**src/include/txsb_defines.svh**
```systemverilog
`ifndef TXSB_DEFINES_SVH
`define TXSB_DEFINES_SVH
`define TXSB_ADDR_STATUS 8'h00
`define TXSB_ADDR_MASK 8'h04
`define TXSB_ADDR_LEVEL 8'h08
`define TXSB_BIT_OVF 7
`define TXSB_BIT_UNF 6
`define TXSB_BIT_SLIP 5
`define TXSB_STATUS_RST 8'h00
`define TXSB_MASK_RST 8'h00
`define TXSB_HTRANS_NONSEQ 2'h2
`define TXSB_HSIZE_WORD 3'h2
`endif

```
**src/include/txsb_pkg.sv**
```systemverilog
package txsb_pkg;
  typedef enum logic [1:0] {
    TXSB_IDLE = 2'b00,
    TXSB_RD = 2'b01,
    TXSB_WR = 2'b10
  } txsb_phase_t;
endpackage

```
**src/txsb_flag.sv**
```systemverilog
`timescale 1ns/1ps
`default_nettype none
module txsb_flag (
  input wire logic hclk,
  input wire logic hresetn,
  input wire logic set_i,
  input wire logic clr_i,
  output logic flag_q
);
  typedef struct packed {
    logic f;
  } txsb_flag_st_t;
  txsb_flag_st_t s_q;
  txsb_flag_st_t s_d;
  always_comb
  begin
    s_d = s_q;
    // set wins over the clearing read
    if (set_i)
    begin
      s_d.f = 1'b1;
    end
    else if (clr_i)
    begin
      s_d.f = 1'b0;
    end
  end
  always_ff @(posedge hclk or negedge hresetn)
  begin
    if (!hresetn)
    begin
      s_q <= '0;
    end
    else
    begin
      s_q <= s_d;
    end
  end
  assign flag_q = s_q.f;
endmodule
`default_nettype wire

```
**src/txsb_ring.sv**
```systemverilog
`timescale 1ns/1ps
`default_nettype none
// frame-granular slip buffer: depth counted in whole frames
module txsb_ring #(
  parameter int DW = 8,
  parameter int FRAME = 4,
  parameter int NFR = 2
) (
  input wire logic hclk,
  input wire logic hresetn,
  input wire logic wr_i,
  input wire logic [DW-1:0] wdata_i,
  input wire logic rd_i,
  output logic [DW-1:0] rdata_q,
  output logic ovf_q,
  output logic unf_q,
  output logic [$clog2(FRAME*NFR+1)-1:0] level_o
);
  localparam int D = FRAME * NFR;
  localparam int AW = $clog2(D);
  localparam int LW = $clog2(D + 1);
  typedef struct packed {
    logic [D-1:0][DW-1:0] mem;
    logic [AW-1:0] wp;
    logic [AW-1:0] rp;
    logic [LW-1:0] cnt;
    logic [DW-1:0] rdata;
    logic ovf;
    logic unf;
  } txsb_ring_st_t;
  txsb_ring_st_t s_q;
  txsb_ring_st_t s_d;
  function automatic logic [AW-1:0] step(input logic [AW-1:0] p, input int n);
    int t;
    t = (int'(p) + n) % D;
    return AW'(t);
  endfunction
  always_comb
  begin
    s_d = s_q;
    s_d.ovf = 1'b0;
    s_d.unf = 1'b0;
    if (rd_i)
    begin
      if (s_q.cnt == '0)
      begin
        // replay the frame just sent
        s_d.rp = step(s_q.rp, D - FRAME);
        s_d.cnt = LW'(FRAME - 1);
        s_d.rdata = s_q.mem[step(s_q.rp, D - FRAME)];
        s_d.unf = 1'b1;
        s_d.rp = step(s_q.rp, D - FRAME + 1);
      end
      else
      begin
        s_d.rdata = s_q.mem[s_q.rp];
        s_d.rp = step(s_q.rp, 1);
        s_d.cnt = s_q.cnt - LW'(1);
      end
    end
    if (wr_i)
    begin
      s_d.mem[s_q.wp] = wdata_i;
      if (s_q.cnt == LW'(D) && !rd_i)
      begin
        // drop oldest frame; new word takes its first slot
        s_d.rp = step(s_q.rp, FRAME);
        s_d.wp = step(s_q.wp, 1);
        s_d.cnt = LW'(D - FRAME + 1);
        s_d.ovf = 1'b1;
      end
      else
      begin
        s_d.wp = step(s_q.wp, 1);
        s_d.cnt = s_d.cnt + LW'(1);
      end
    end
  end
  always_ff @(posedge hclk or negedge hresetn)
  begin
    if (!hresetn)
    begin
      s_q <= '0;
    end
    else
    begin
      s_q <= s_d;
    end
  end
  assign rdata_q = s_q.rdata;
  assign ovf_q = s_q.ovf;
  assign unf_q = s_q.unf;
  assign level_o = s_q.cnt;
  a_ovf_level: assert property (@(posedge hclk) disable iff (!hresetn)
    ovf_q |-> level_o == LW'(D - FRAME + 1)) else $error("overflow did not drop one frame");
  a_unf_level: assert property (@(posedge hclk) disable iff (!hresetn)
    unf_q |-> level_o == LW'(FRAME - 1) + LW'($past(wr_i))) else $error("underflow did not replay one frame");
endmodule
`default_nettype wire

```
**src/txsb_top.sv**
```systemverilog
`timescale 1ns/1ps
`default_nettype none
`include "txsb_defines.svh"
module txsb_top #(
  parameter int DW = 8,
  parameter int FRAME = 4,
  parameter int NFR = 2
) (
  input wire logic hclk,
  input wire logic hresetn,
  input wire logic hsel,
  input wire logic [31:0] haddr,
  input wire logic [1:0] htrans,
  input wire logic hwrite,
  input wire logic [2:0] hsize,
  input wire logic [31:0] hwdata,
  input wire logic hready,
  output logic [31:0] hrdata,
  output logic hreadyout,
  output logic hresp,
  input wire logic sys_wr,
  input wire logic [DW-1:0] sys_wdata,
  input wire logic line_rd,
  output logic [DW-1:0] line_rdata,
  output logic irq
);
  localparam int LW = $clog2(FRAME * NFR + 1);
  typedef struct packed {
    txsb_pkg::txsb_phase_t ph;
    logic [7:0] addr;
    logic [7:0] mask;
    logic [31:0] rdata;
    logic irq;
    logic clr;
  } txsb_top_st_t;
  txsb_top_st_t s_q;
  txsb_top_st_t s_d;
  logic ovf_ev;
  logic unf_ev;
  logic [LW-1:0] level;
  logic [7:0] status;
  logic [2:0] flags;
  logic [2:0] sets;
  logic rd_status;
  // clear in the address phase, same edge as the snapshot, so no event is lost
  assign rd_status = hsel && hready && htrans == `TXSB_HTRANS_NONSEQ && !hwrite
    && haddr[7:0] == `TXSB_ADDR_STATUS;
  assign sets[2] = ovf_ev;
  assign sets[1] = unf_ev;
  assign sets[0] = ovf_ev | unf_ev;
  txsb_ring #(.DW(DW), .FRAME(FRAME), .NFR(NFR)) u_ring (
    .hclk(hclk),
    .hresetn(hresetn),
    .wr_i(sys_wr),
    .wdata_i(sys_wdata),
    .rd_i(line_rd),
    .rdata_q(line_rdata),
    .ovf_q(ovf_ev),
    .unf_q(unf_ev),
    .level_o(level)
  );
  genvar gi;
  generate
    for (gi = 0; gi < 3; gi++)
    begin : g_flag
      txsb_flag u_flag (
        .hclk(hclk),
        .hresetn(hresetn),
        .set_i(sets[gi]),
        .clr_i(rd_status),
        .flag_q(flags[gi])
      );
    end
  endgenerate
  always_comb
  begin
    status = `TXSB_STATUS_RST;
    status[`TXSB_BIT_OVF] = flags[2];
    status[`TXSB_BIT_UNF] = flags[1];
    status[`TXSB_BIT_SLIP] = flags[0];
  end
  always_comb
  begin
    s_d = s_q;
    s_d.clr = 1'b0;
    // data phase of previous transfer
    if (s_q.ph == txsb_pkg::TXSB_WR && s_q.addr == `TXSB_ADDR_MASK)
    begin
      s_d.mask = hwdata[7:0];
    end
    s_d.ph = txsb_pkg::TXSB_IDLE;
    if (hsel && hready && htrans == `TXSB_HTRANS_NONSEQ)
    begin
      s_d.addr = haddr[7:0];
      s_d.ph = hwrite ? txsb_pkg::TXSB_WR : txsb_pkg::TXSB_RD;
      if (!hwrite)
      begin
        case (haddr[7:0])
          `TXSB_ADDR_STATUS:
          begin
            s_d.rdata = {24'h000000, status};
            s_d.clr = 1'b1;
          end
          `TXSB_ADDR_MASK: s_d.rdata = {24'h000000, s_q.mask};
          `TXSB_ADDR_LEVEL: s_d.rdata = 32'(level);
          default: s_d.rdata = 32'h00000000;
        endcase
      end
    end
    // irq follows the flags' next value so it drops with the clearing read
    s_d.irq = |(({sets, 5'h00} | (status & ~{8{rd_status}})) & s_d.mask);
  end
  always_ff @(posedge hclk or negedge hresetn)
  begin
    if (!hresetn)
    begin
      s_q <= '0;
    end
    else
    begin
      s_q <= s_d;
    end
  end
  assign hrdata = s_q.rdata;
  assign hreadyout = 1'b1;
  assign hresp = 1'b0;
  assign irq = s_q.irq;
  a_ovf_flag: assert property (@(posedge hclk) disable iff (!hresetn)
    ovf_ev |=> status[`TXSB_BIT_OVF] && status[`TXSB_BIT_SLIP]) else $error("overflow flag not set");
  a_unf_flag: assert property (@(posedge hclk) disable iff (!hresetn)
    unf_ev |=> status[`TXSB_BIT_UNF] && status[`TXSB_BIT_SLIP]) else $error("underflow flag not set");
  a_slip_any: assert property (@(posedge hclk) disable iff (!hresetn)
    status[`TXSB_BIT_SLIP] == (status[`TXSB_BIT_SLIP] && $past(status[`TXSB_BIT_SLIP]) && !$past(rd_status))
    || $past(ovf_ev || unf_ev)) else $error("slip flag set without a slip");
  a_read_clr: assert property (@(posedge hclk) disable iff (!hresetn)
    rd_status && !ovf_ev && !unf_ev |=> status == 8'h00) else $error("read did not clear flags");
  a_rst_zero: assert property (@(posedge hclk)
    !hresetn |-> status == 8'h00) else $error("flags not zero in reset");
  a_read_data: assert property (@(posedge hclk) disable iff (!hresetn)
    s_q.clr |-> hrdata[7:0] == $past(status)) else $error("status read wrong value");
endmodule
`default_nettype wire

```
**config.mk**
```make
export PLATFORM = sky130hd
export DESIGN_NAME = txsb_top
export DESIGN_NICKNAME = d
export VERILOG_FILES = /design/src/include/txsb_pkg.sv /design/src/txsb_flag.sv /design/src/txsb_ring.sv /design/src/txsb_top.sv
export VERILOG_INCLUDE_DIRS = /design/src /design/src/include
export SDC_FILE = /design/constraint.sdc
export NUM_CORES = 1
export LEC_CHECK = 0
export BUFFER_PORTS_ARGS = -buffer_cell sky130_fd_sc_hd__buf_2
export CORE_MARGIN = 5
export CORE_UTILIZATION = 30
export CTS_BUF_LIST = sky130_fd_sc_hd__clkbuf_8
export CTS_CLUSTER_DIAMETER = 150
export DETAILED_ROUTE_END_ITERATION = 8
export GPL_ROUTABILITY_DRIVEN = 0
export REMOVE_ABC_BUFFERS = 1
export SYNTH_ARGS = -nofsm -noshare
export SYNTH_HDL_FRONTEND = slang
export SYNTH_SLANG_ARGS = --single-unit
```
**constraint.sdc**
```tcl
create_clock -name hclk -period 2.69 [get_ports hclk]
set_input_delay 0.269 -clock hclk [delete_from_list [all_inputs] [get_ports hclk]]
set_output_delay 0.269 -clock hclk [all_outputs]
set_load 0.1 [all_outputs]
```
# Word-level counts from Yosys, hierarchy flattened
# Index checks and enable logic that the tools add are counted.
[totals]
inputBits = 84
wordCells = 84
regBits = 138
out_inout_bits = 43
[op_classes]
eq_ne = 6
addsub = 6
reduce_logical = 16
order_cmp = 4
n_bitwise = 6
muxes = 24
[op_table]
columns = ["op", "n"]
rows = [
  ["bitwise mux 64 bit", 1],
  ["binary-select mux 8 bit (select 3 bit)", 2],
  ["2-to-1 mux 8 bit", 4],
  ["2-to-1 mux 15 bit", 2],
  ["demux 8 bit (select 3 bit)", 1],
  ["case mux 8 bit (3 select lines)", 1],
  ["AND 8 bit", 2],
  ["== test 8 x 3 -> 1 bit, second input constant", 2],
  ["less-than comparator 3 x 4 -> 1 bit, second input constant", 3],
  ["2-to-1 mux 10 bit", 1],
  ["== test 8 x 4 -> 1 bit, second input constant", 1],
  ["logical NOT 8 bit", 1],
  ["2-to-1 mux 1 bit", 8],
  ["NOT 8 bit", 1],
  ["OR 8 bit", 1],
  ["OR reduction 8 bit", 1],
  ["logical AND 1 bit", 7],
  ["2-to-1 mux 7 bit", 1],
  ["adder 3 x 1 -> 3 bit, second input constant", 2],
  ["adder 3 bit, second input constant", 2],
  ["nonzero test 2 bit", 3],
  ["adder 4 x 1 -> 4 bit, second input constant", 1],
  ["== test 2 bit, second input constant", 2],
  ["== test 4 bit, second input constant", 1],
  ["other kinds (10)", 11],
]

# Logic depth before layout (Yosys ltp)
# Gate-level depths: netlist of the first run.
[depth]
depth_word = 9
depth_mapped = 8
mapped_depth_nobuf = 8

# By module
# From an unflattened synthesis of the first run, not the netlist that was laid out.
[hier_totals]
hier_cells = 413
area_unflattened_um2 = 5585.4
[modules_own_cells]
columns = ["module", "area_per_inst_um2", "cells_per_inst", "instances", "seq_area_each_um2"]
rows = [
  ["txsb_ring", 4007.6, 274, 1, 2102.0],
  ["txsb_top", 1468.9, 130, 1, 675.6],
  ["txsb_flag", 36.3, 3, 3, 25.0],
]

# Worst setup path after synthesis of the first run
# Ideal clock, no wire load.
[synth_timing]
path_type = "reg-to-reg"
startpoint = "reg u_ring.s_q, in the netlist u_ring.level_o[0]"
endpoint = "reg u_ring.s_q, in the netlist u_ring.level_o[1]"
required_ns = 2.565
setup_ns = 0.125
path_stages_with_launch = 8
slack_ns = 0.688
arrival_time_ns = 1.877
path_buffers = 0
period_less_slack_ns = 2.002
cell_sequence = "dfrtp_1 -> inv_1 -> ha_1 -> or3b_1 -> a21oi_1 -> ha_1 -> a21boi_0 -> mux2_2"
[synth_lines]
columns = ["element", "line", "source"]
rows = [
  ["start, declared", "txsb_ring.sv:31", "txsb_ring_st_t s_q;"],
  ["start signal, assigned", "txsb_ring.sv:83", "s_q <= '0;"],
  ["start signal, assigned", "txsb_ring.sv:87", "s_q <= s_d;"],
]

==> impl_metrics.csv, run 1 <==
group,metric,value,unit
yosys,ys_types,55,
sta,min_period,2254,ps
pwr,peakVddDrop,0.3507,mV
setup_path,regToRegStartpoint,"u_ring.level_o[0]",
yosys,syn_inst,432,
drt,avgViaCountPerCell,4.630,
cts,insertion_delay,440,ps
yosys,synth_area_leaders,"dfrtp_1 51%, mux2_2 14%, mux4_2 6.4%, buf_4 5.8%, mux2i_1 2.7%",
drt,totalWireLength,11460,um
global_routing,grtUsageTotal,11.17,%
sta,worst_slew_pin_slew,694.8,ps
yosys,yosysTopAreaCellShare,50.97,%
drt,drtAntennaViolNets,0,
sta,period_share,83.81,%
yosys,synth-main-ff-cell,"dfrtp_1",
global_routing,grt_pass1_wl,18860,um
setup_path,crit_top_cell,"ha_1",
drt,drcViolationCount,0,
drt,route.detailed.wl_per_inst,15.99,um
cts,cts.repair.resized,0,
global_routing,grt_max_degree,87,
setup_path,ff2ff_setup_slack,440,ps
setup_path,crit_buf_inv,1,
layout,multi_input_area,2394,sq um
cts,clockBufferDepth,2,
layout,fill_cells,1815,
setup_path,cp_data_arrival_time,2570,ps
die,chipWidth,146.6,um
drt,wl_met1,5118,um
setup_path,rr_endpoint,"u_ring.level_o[1]",
cts,h-tree-depth,4,
yosys,avgSynthCellArea,12.96,sq um
cts,root_buffer,"clkbuf_8",
die,coreArea,18520,sq um
cts,numClockSinks,114,
setup_path,cp-start-kind,"flip-flop",
setup_path,critPathMaxFanout,8,
yosys,ys_seq_elements,114,
layout,final_util,33.99,%
setup_path,r2r_cells,7,
drt,met3_length,611,um
sta,timing.fmax,443.6,MHz
pwr,leakagePower,2.843,nW
yosys,async_reset_ff_share,100.0,%
sta,hold_violations,0,
min_path,hp-start,"haddr[0]",
placement,io_buffers,49,
setup_path,cpPeakStageDelay,470,ps
global_routing,first_global_vias,3583,
min_path,whs_endpoint,"s_q[42]",
min_path,hold_depth,3,
yosys,syn_area,5597,sq um
sta,slew_headroom,53.44,%
layout,layout.nets,558,
setup_path,path_class,"reg2reg",
yosys,synth_sequential_area_ratio,50.97,%
setup_path,crit_family,"adder cells",
drt,firstDrtPassIters,4,
sta,rsz0062_at_grt,"no",
cts,path_clk_slew,60,ps
cts,cts_made_buffers,17,
global_routing,antenna_found_initial,1,
cts,cts_tree,"built",
sta,slew_viol_final,0,
placement,place_hpwl,7721,um
die,start_util,30.22,%
sta,skew,15.13,ps
sta,setup_viol,0,
drt,maxUsedRoutingLayer,"met5",
die,dieHeight,146.6,um
layout,drive_gt1_share,38.51,%
layout,insertedDiodeCount,0,
layout,layout_common_cells,"114 x dfrtp_1, 72 x mux2_2, 48 x buf_2, 38 x nand2_1, 26 x conb_1",
die,rows,50,
drt,initialDrtViolationCount,124,
die,fp.dieArea,21490,sq um
pwr,powerDensity,1174,nW/um^2
status,status,"completed",
min_path,min_path_type,"in2reg",
layout,regArea,2853,sq um
setup_path,crit_required,3010,ps
yosys,yosys_warnings,0,
sta,hold-worst-slack,45.61,ps
setup_path,critPathCaptureType,"flip-flop",
sta,tns,0,ps
layout,final_common_cell,"dfrtp_1",
yosys,synth_edf_count,0,
drt,dr_wl_met2,5575,um
yosys,yosysTopAreaCell,"dfrtp_1",
global_routing,grt-ovfl-total,0,
setup_path,cp_cell_sequence,"inv_1 -> ha_1 -> or3b_1 -> a21oi_1 -> ha_1 -> a21boi_0 -> mux2_2",
setup_path,cpMaxStageDelayCell,"dfrtp_1",
die,io_pins,127,
run,cap_violations,0,
layout,area_growth,12.45,%
drt,routed-via-count,3320,
[logic make-up after synthesis]
| family | share of synthesized area (%) |
|---|---|
| buffers and inverters | 7.869 |
| XOR/XNOR | 1.118 |
| adder cells (fa/ha/maj) | 0.8943 |
| other | 0.1342 |
| flip-flops | 50.97 |
| AO/OA/AOI/OAI | 5.008 |
| AND/OR/NAND/NOR | 10.40 |
| multiplexers | 23.61 |
[Yosys cell counts, types with 3 or more instances]
master / number
and2_1: 3
a21oi_1: 13
mux4_2: 16
clkbuf_1: 6
buf_4: 43
o21ai_0: 10
mux2_2: 72
nand4b_1: 5
buf_2: 7
nand2_1: 38
inv_1: 9
dfrtp_1: 114
nor2b_1: 6
nor2_1: 16
or2_2: 3
nand4_1: 3
ha_1: 4
a22oi_1: 5
mux2i_1: 15
[area by class of cell]
type / instances / share of cell area [%]
flip-flops and latches: 114 / 45.33
clock inverters: 14 / 2.744
repair buffers: 54 / 4.771
well taps: 234 / 4.652
multi-input cells: 274 / 38.03
clock buffers: 18 / 3.936
inverters: 9 / 0.5368
[registers in the layout, summed over array words and instances (netlist names)]
name                  count
u_ring.unf_q              1
u_ring.level_o            4
irq                       1
u_ring.s_q               70
u_ring.rdata_q            8
hrdata                    8
s_q                      18
g_flag.u_flag.flag_q      3
u_ring.ovf_q              1
[layer usage]
metal,track usage [%],vias up
met2,18.18,74
met5,0,-
li1,-,1550
met3,3.724,15
met4,4.045,2
met1,13.87,1679
[power breakdown]
group / total (mW) / switching [mW] / internal, mW / leakage [nW]
logic: 2.82 / 1.52 / 1.30 / 1.24
clock network: 1.72 / 0.700 / 1.02 / 0.231
registers: 2.85 / 0.462 / 2.39 / 1.37
[metrics by stage]
stage | worst slack [ps] | total power, mW | area (sq um) | std cells
final | 435.6 | 7.389 | 6294 | 717
after detailed placement | 451.6 | 5.754 | 5863 | 684
after global placement | 507.9 | 5.586 | 5863 | 684
after CTS | 429.6 | 7.482 | 6294 | 717
after global routing | 317.8 | 7.837 | 6294 | 717
after floorplan | 688.4 | 5.069 | 5280 | 397
[repair_timing]
item / CTS / global route
buffers inserted: 0 / 0
endpoints found under the setup margin: 0 / 0
hold endpoints to repair: 28 / 0
hold buffers: 1 / 0
[worst max path at each step]
stage	from	end	slack [ps]	cells after the start
after global routing	u_ring.level_o[0]	u_ring.level_o[1]	320	7
after CTS	u_ring.level_o[0]	u_ring.level_o[1]	430	7
after global placement	u_ring.level_o[0]	u_ring.level_o[1]	510	7
final	u_ring.level_o[0]	u_ring.level_o[1]	440	7
after detailed placement	u_ring.level_o[0]	u_ring.level_o[1]	450	7
after floorplan	u_ring.level_o[0]	u_ring.level_o[1]	690	7
[worst min-delay path: stages]
cell and delay (ps):
buf_2 90, nand2_1 40, nand2_1 50
No activity file was read; power rests on OpenSTA's default activity.
==> inputs of run 2 (changes only) <==
clock period = 2.3 ns   (was 2.69 ns; I/O delays follow)
==> impl_metrics.csv, run 2 (synthesized netlist as in run 1, its figures left out) <==
group,metric,value,unit
cts,insertion_delay,430,ps
setup_path,path_class,"reg2reg",
drt,routed-via-count,3360,
run,cap_violations,0,
die,io_pins,127,
sta,timing.fmax,487.6,MHz
placement,io_buffers,49,
setup_path,cp-start-kind,"flip-flop",
die,rows,50,
cts,cts_made_buffers,17,
pwr,leakagePower,2.859,nW
layout,top_regs,"u_ring.s_q: 70 flops, s_q: 18 flops",
sta,skew,8.163,ps
placement,dp.cells,693,
global_routing,grt-ovfl-total,0,
cts,post-cts-setup-buffers,0,
drt,avgViaCountPerCell,4.609,
cts,cts_tree,"built",
setup_path,rr_endpoint,"u_ring.level_o[1]",
setup_path,worstSetupStartpoint,"u_ring.level_o[1]",
drt,firstDrtPassIters,4,
setup_path,critPathCaptureType,"flip-flop",
sta,min_period,2051,ps
min_path,min_path_type,"in2reg",
layout,area_growth,13.19,%
drt,drcViolationCount,0,
drt,initialDrtViolationCount,183,
cts,path_clk_slew,70,ps
sta,period_share,89.16,%
cts,h-tree-depth,4,
cts,numClockSinks,114,
global_routing,first_global_vias,3646,
pwr,powerDensity,1336,nW/um^2
sta,worst_slew_pin_slew,624.7,ps
layout,top_register,"u_ring.s_q",
global_routing,grtUsageTotal,11.15,%
sta,rsz0062_at_grt,"no",
placement,place_hpwl,7636,um
cts,root_buffer,"clkbuf_8",
die,dieHeight,146.6,um
layout,drive_gt1_share,39.68,%
layout,final_util,34.21,%
die,coreArea,18520,sq um
layout,final_common_cell,"dfrtp_1",
sta,slew_viol_final,0,
pwr,peakVddDrop,0.3686,mV
die,start_util,30.22,%
sta,setup_viol,0,
setup_path,crit_required,2610,ps
sta,tns,0,ps
global_routing,grt_pass1_wl,18930,um
global_routing,antenna_found_initial,2,
sta,hold_violations,0,
sta,slew_headroom,58.31,%
layout,fill_cells,1827,
die,chipWidth,146.6,um
setup_path,cp_data_arrival_time,2360,ps
layout,largest_reg_flops,70,
cts,clockBufferDepth,2,
layout,instances_no_fill,729,
setup_path,critPathMaxFanout,4,
setup_path,r2r_cells,7,
drt,drtAntennaViolNets,0,
global_routing,grt_max_degree,115,
setup_path,worstSetupEndpoint,"u_ring.level_o[1]",
layout,stdcell_area,6335,sq um
layout,layout_common_cells,"114 x dfrtp_1, 72 x mux2_2, 48 x buf_2, 38 x nand2_1, 26 x conb_1",
die,fp.dieArea,21490,sq um
setup_path,ff2ff_setup_slack,250,ps
layout,layout.nets,569,
status,status,"completed",
drt,totalWireLength,11500,um
placement,dpl_cell_area,5931,sq um
drt,route.detailed.wl_per_inst,15.78,um
setup_path,regToRegStartpoint,"u_ring.level_o[1]",
==> run 2: changes by cell type in the layout (fill, tap and decap cells not counted), sizes merged <==
cell | before | now
buf | 53 | 62
clkinvlp | 0 | 3
bufinv | 4 | 2
dlygate4sd3 | 1 | 3
diode | 0 | 1
inv | 13 | 12
==> run 2: worst max-delay path: stages, from the launching register on <==
cell and delay (ps):
dfrtp_1 430, inv_1 80, ha_1 160, or3b_1 380, a21oi_1 210, ha_1 260
a21boi_0 120, mux2_2 280
==> run 2: area by class of cell <==
cell class                 count  area (sq um)  area share (%)
multi-input combinational    274          2394           37.78
antenna                        1         2.502         0.03950
clock buffer                  18         247.7           3.911
tap                          234         292.8           4.622
inverter                       9         33.78          0.5333
timing repair buffer          65         387.9           6.123
sequential                   114          2853           45.03
clock inverter                14         123.9           1.955
==> run 2: metrics by stage <==
stage / power, mW / worst slack [ps] / hold WS [ps]
floorplan: 5.929 / 298.4 / -65.59
detailed placement: 6.772 / 288.5 / 371.5
CTS: 8.579 / 251.4 / 12.15
global placement: 6.618 / 296.2 / 355.9
global route: 8.991 / 154.2 / 20.86
finish: 8.461 / 249.3 / 40.99
==> run 2: worst min-delay path by stage <==
stage	from	to	slack, ps	cells past startpoint
final	hwdata[0]	s_q[34]	40	2
after floorplan	hresetn	g_flag[0].u_flag.flag_q	-70	0
after global routing	hwdata[0]	s_q[34]	20	2
after global placement	hresetn	s_q[35]	360	2
after detailed placement	hresetn	hrdata[0]	370	2
after CTS	hwdata[0]	s_q[34]	10	2
==> run 2: metal layers <==
metal	vias up	part of all wire, %	track usage (%)
li1	1576	-	-
met1	1693	44	13.62
met2	76	50	18.51
met3	13	5.1	3.755
met4	2	0.79	3.763
met5	-	0.070	0
==> run 2: report_power, final <==
part	leakage [nW]	internal [mW]	switching [mW]
clock	0.198	0.964	0.807
sequential	1.37	2.80	0.470
combinational	1.29	1.57	1.85
total	2.86	5.33	3.13
==> run 2: timing repair <==
| action | in CTS | in global routing |
|---|---|---|
| gates resized for setup | 0 | 0 |
| hold endpoints to repair | 116 | 0 |
| hold buffers | 3 | 0 |
| endpoints found under the setup margin | 0 | 0 |
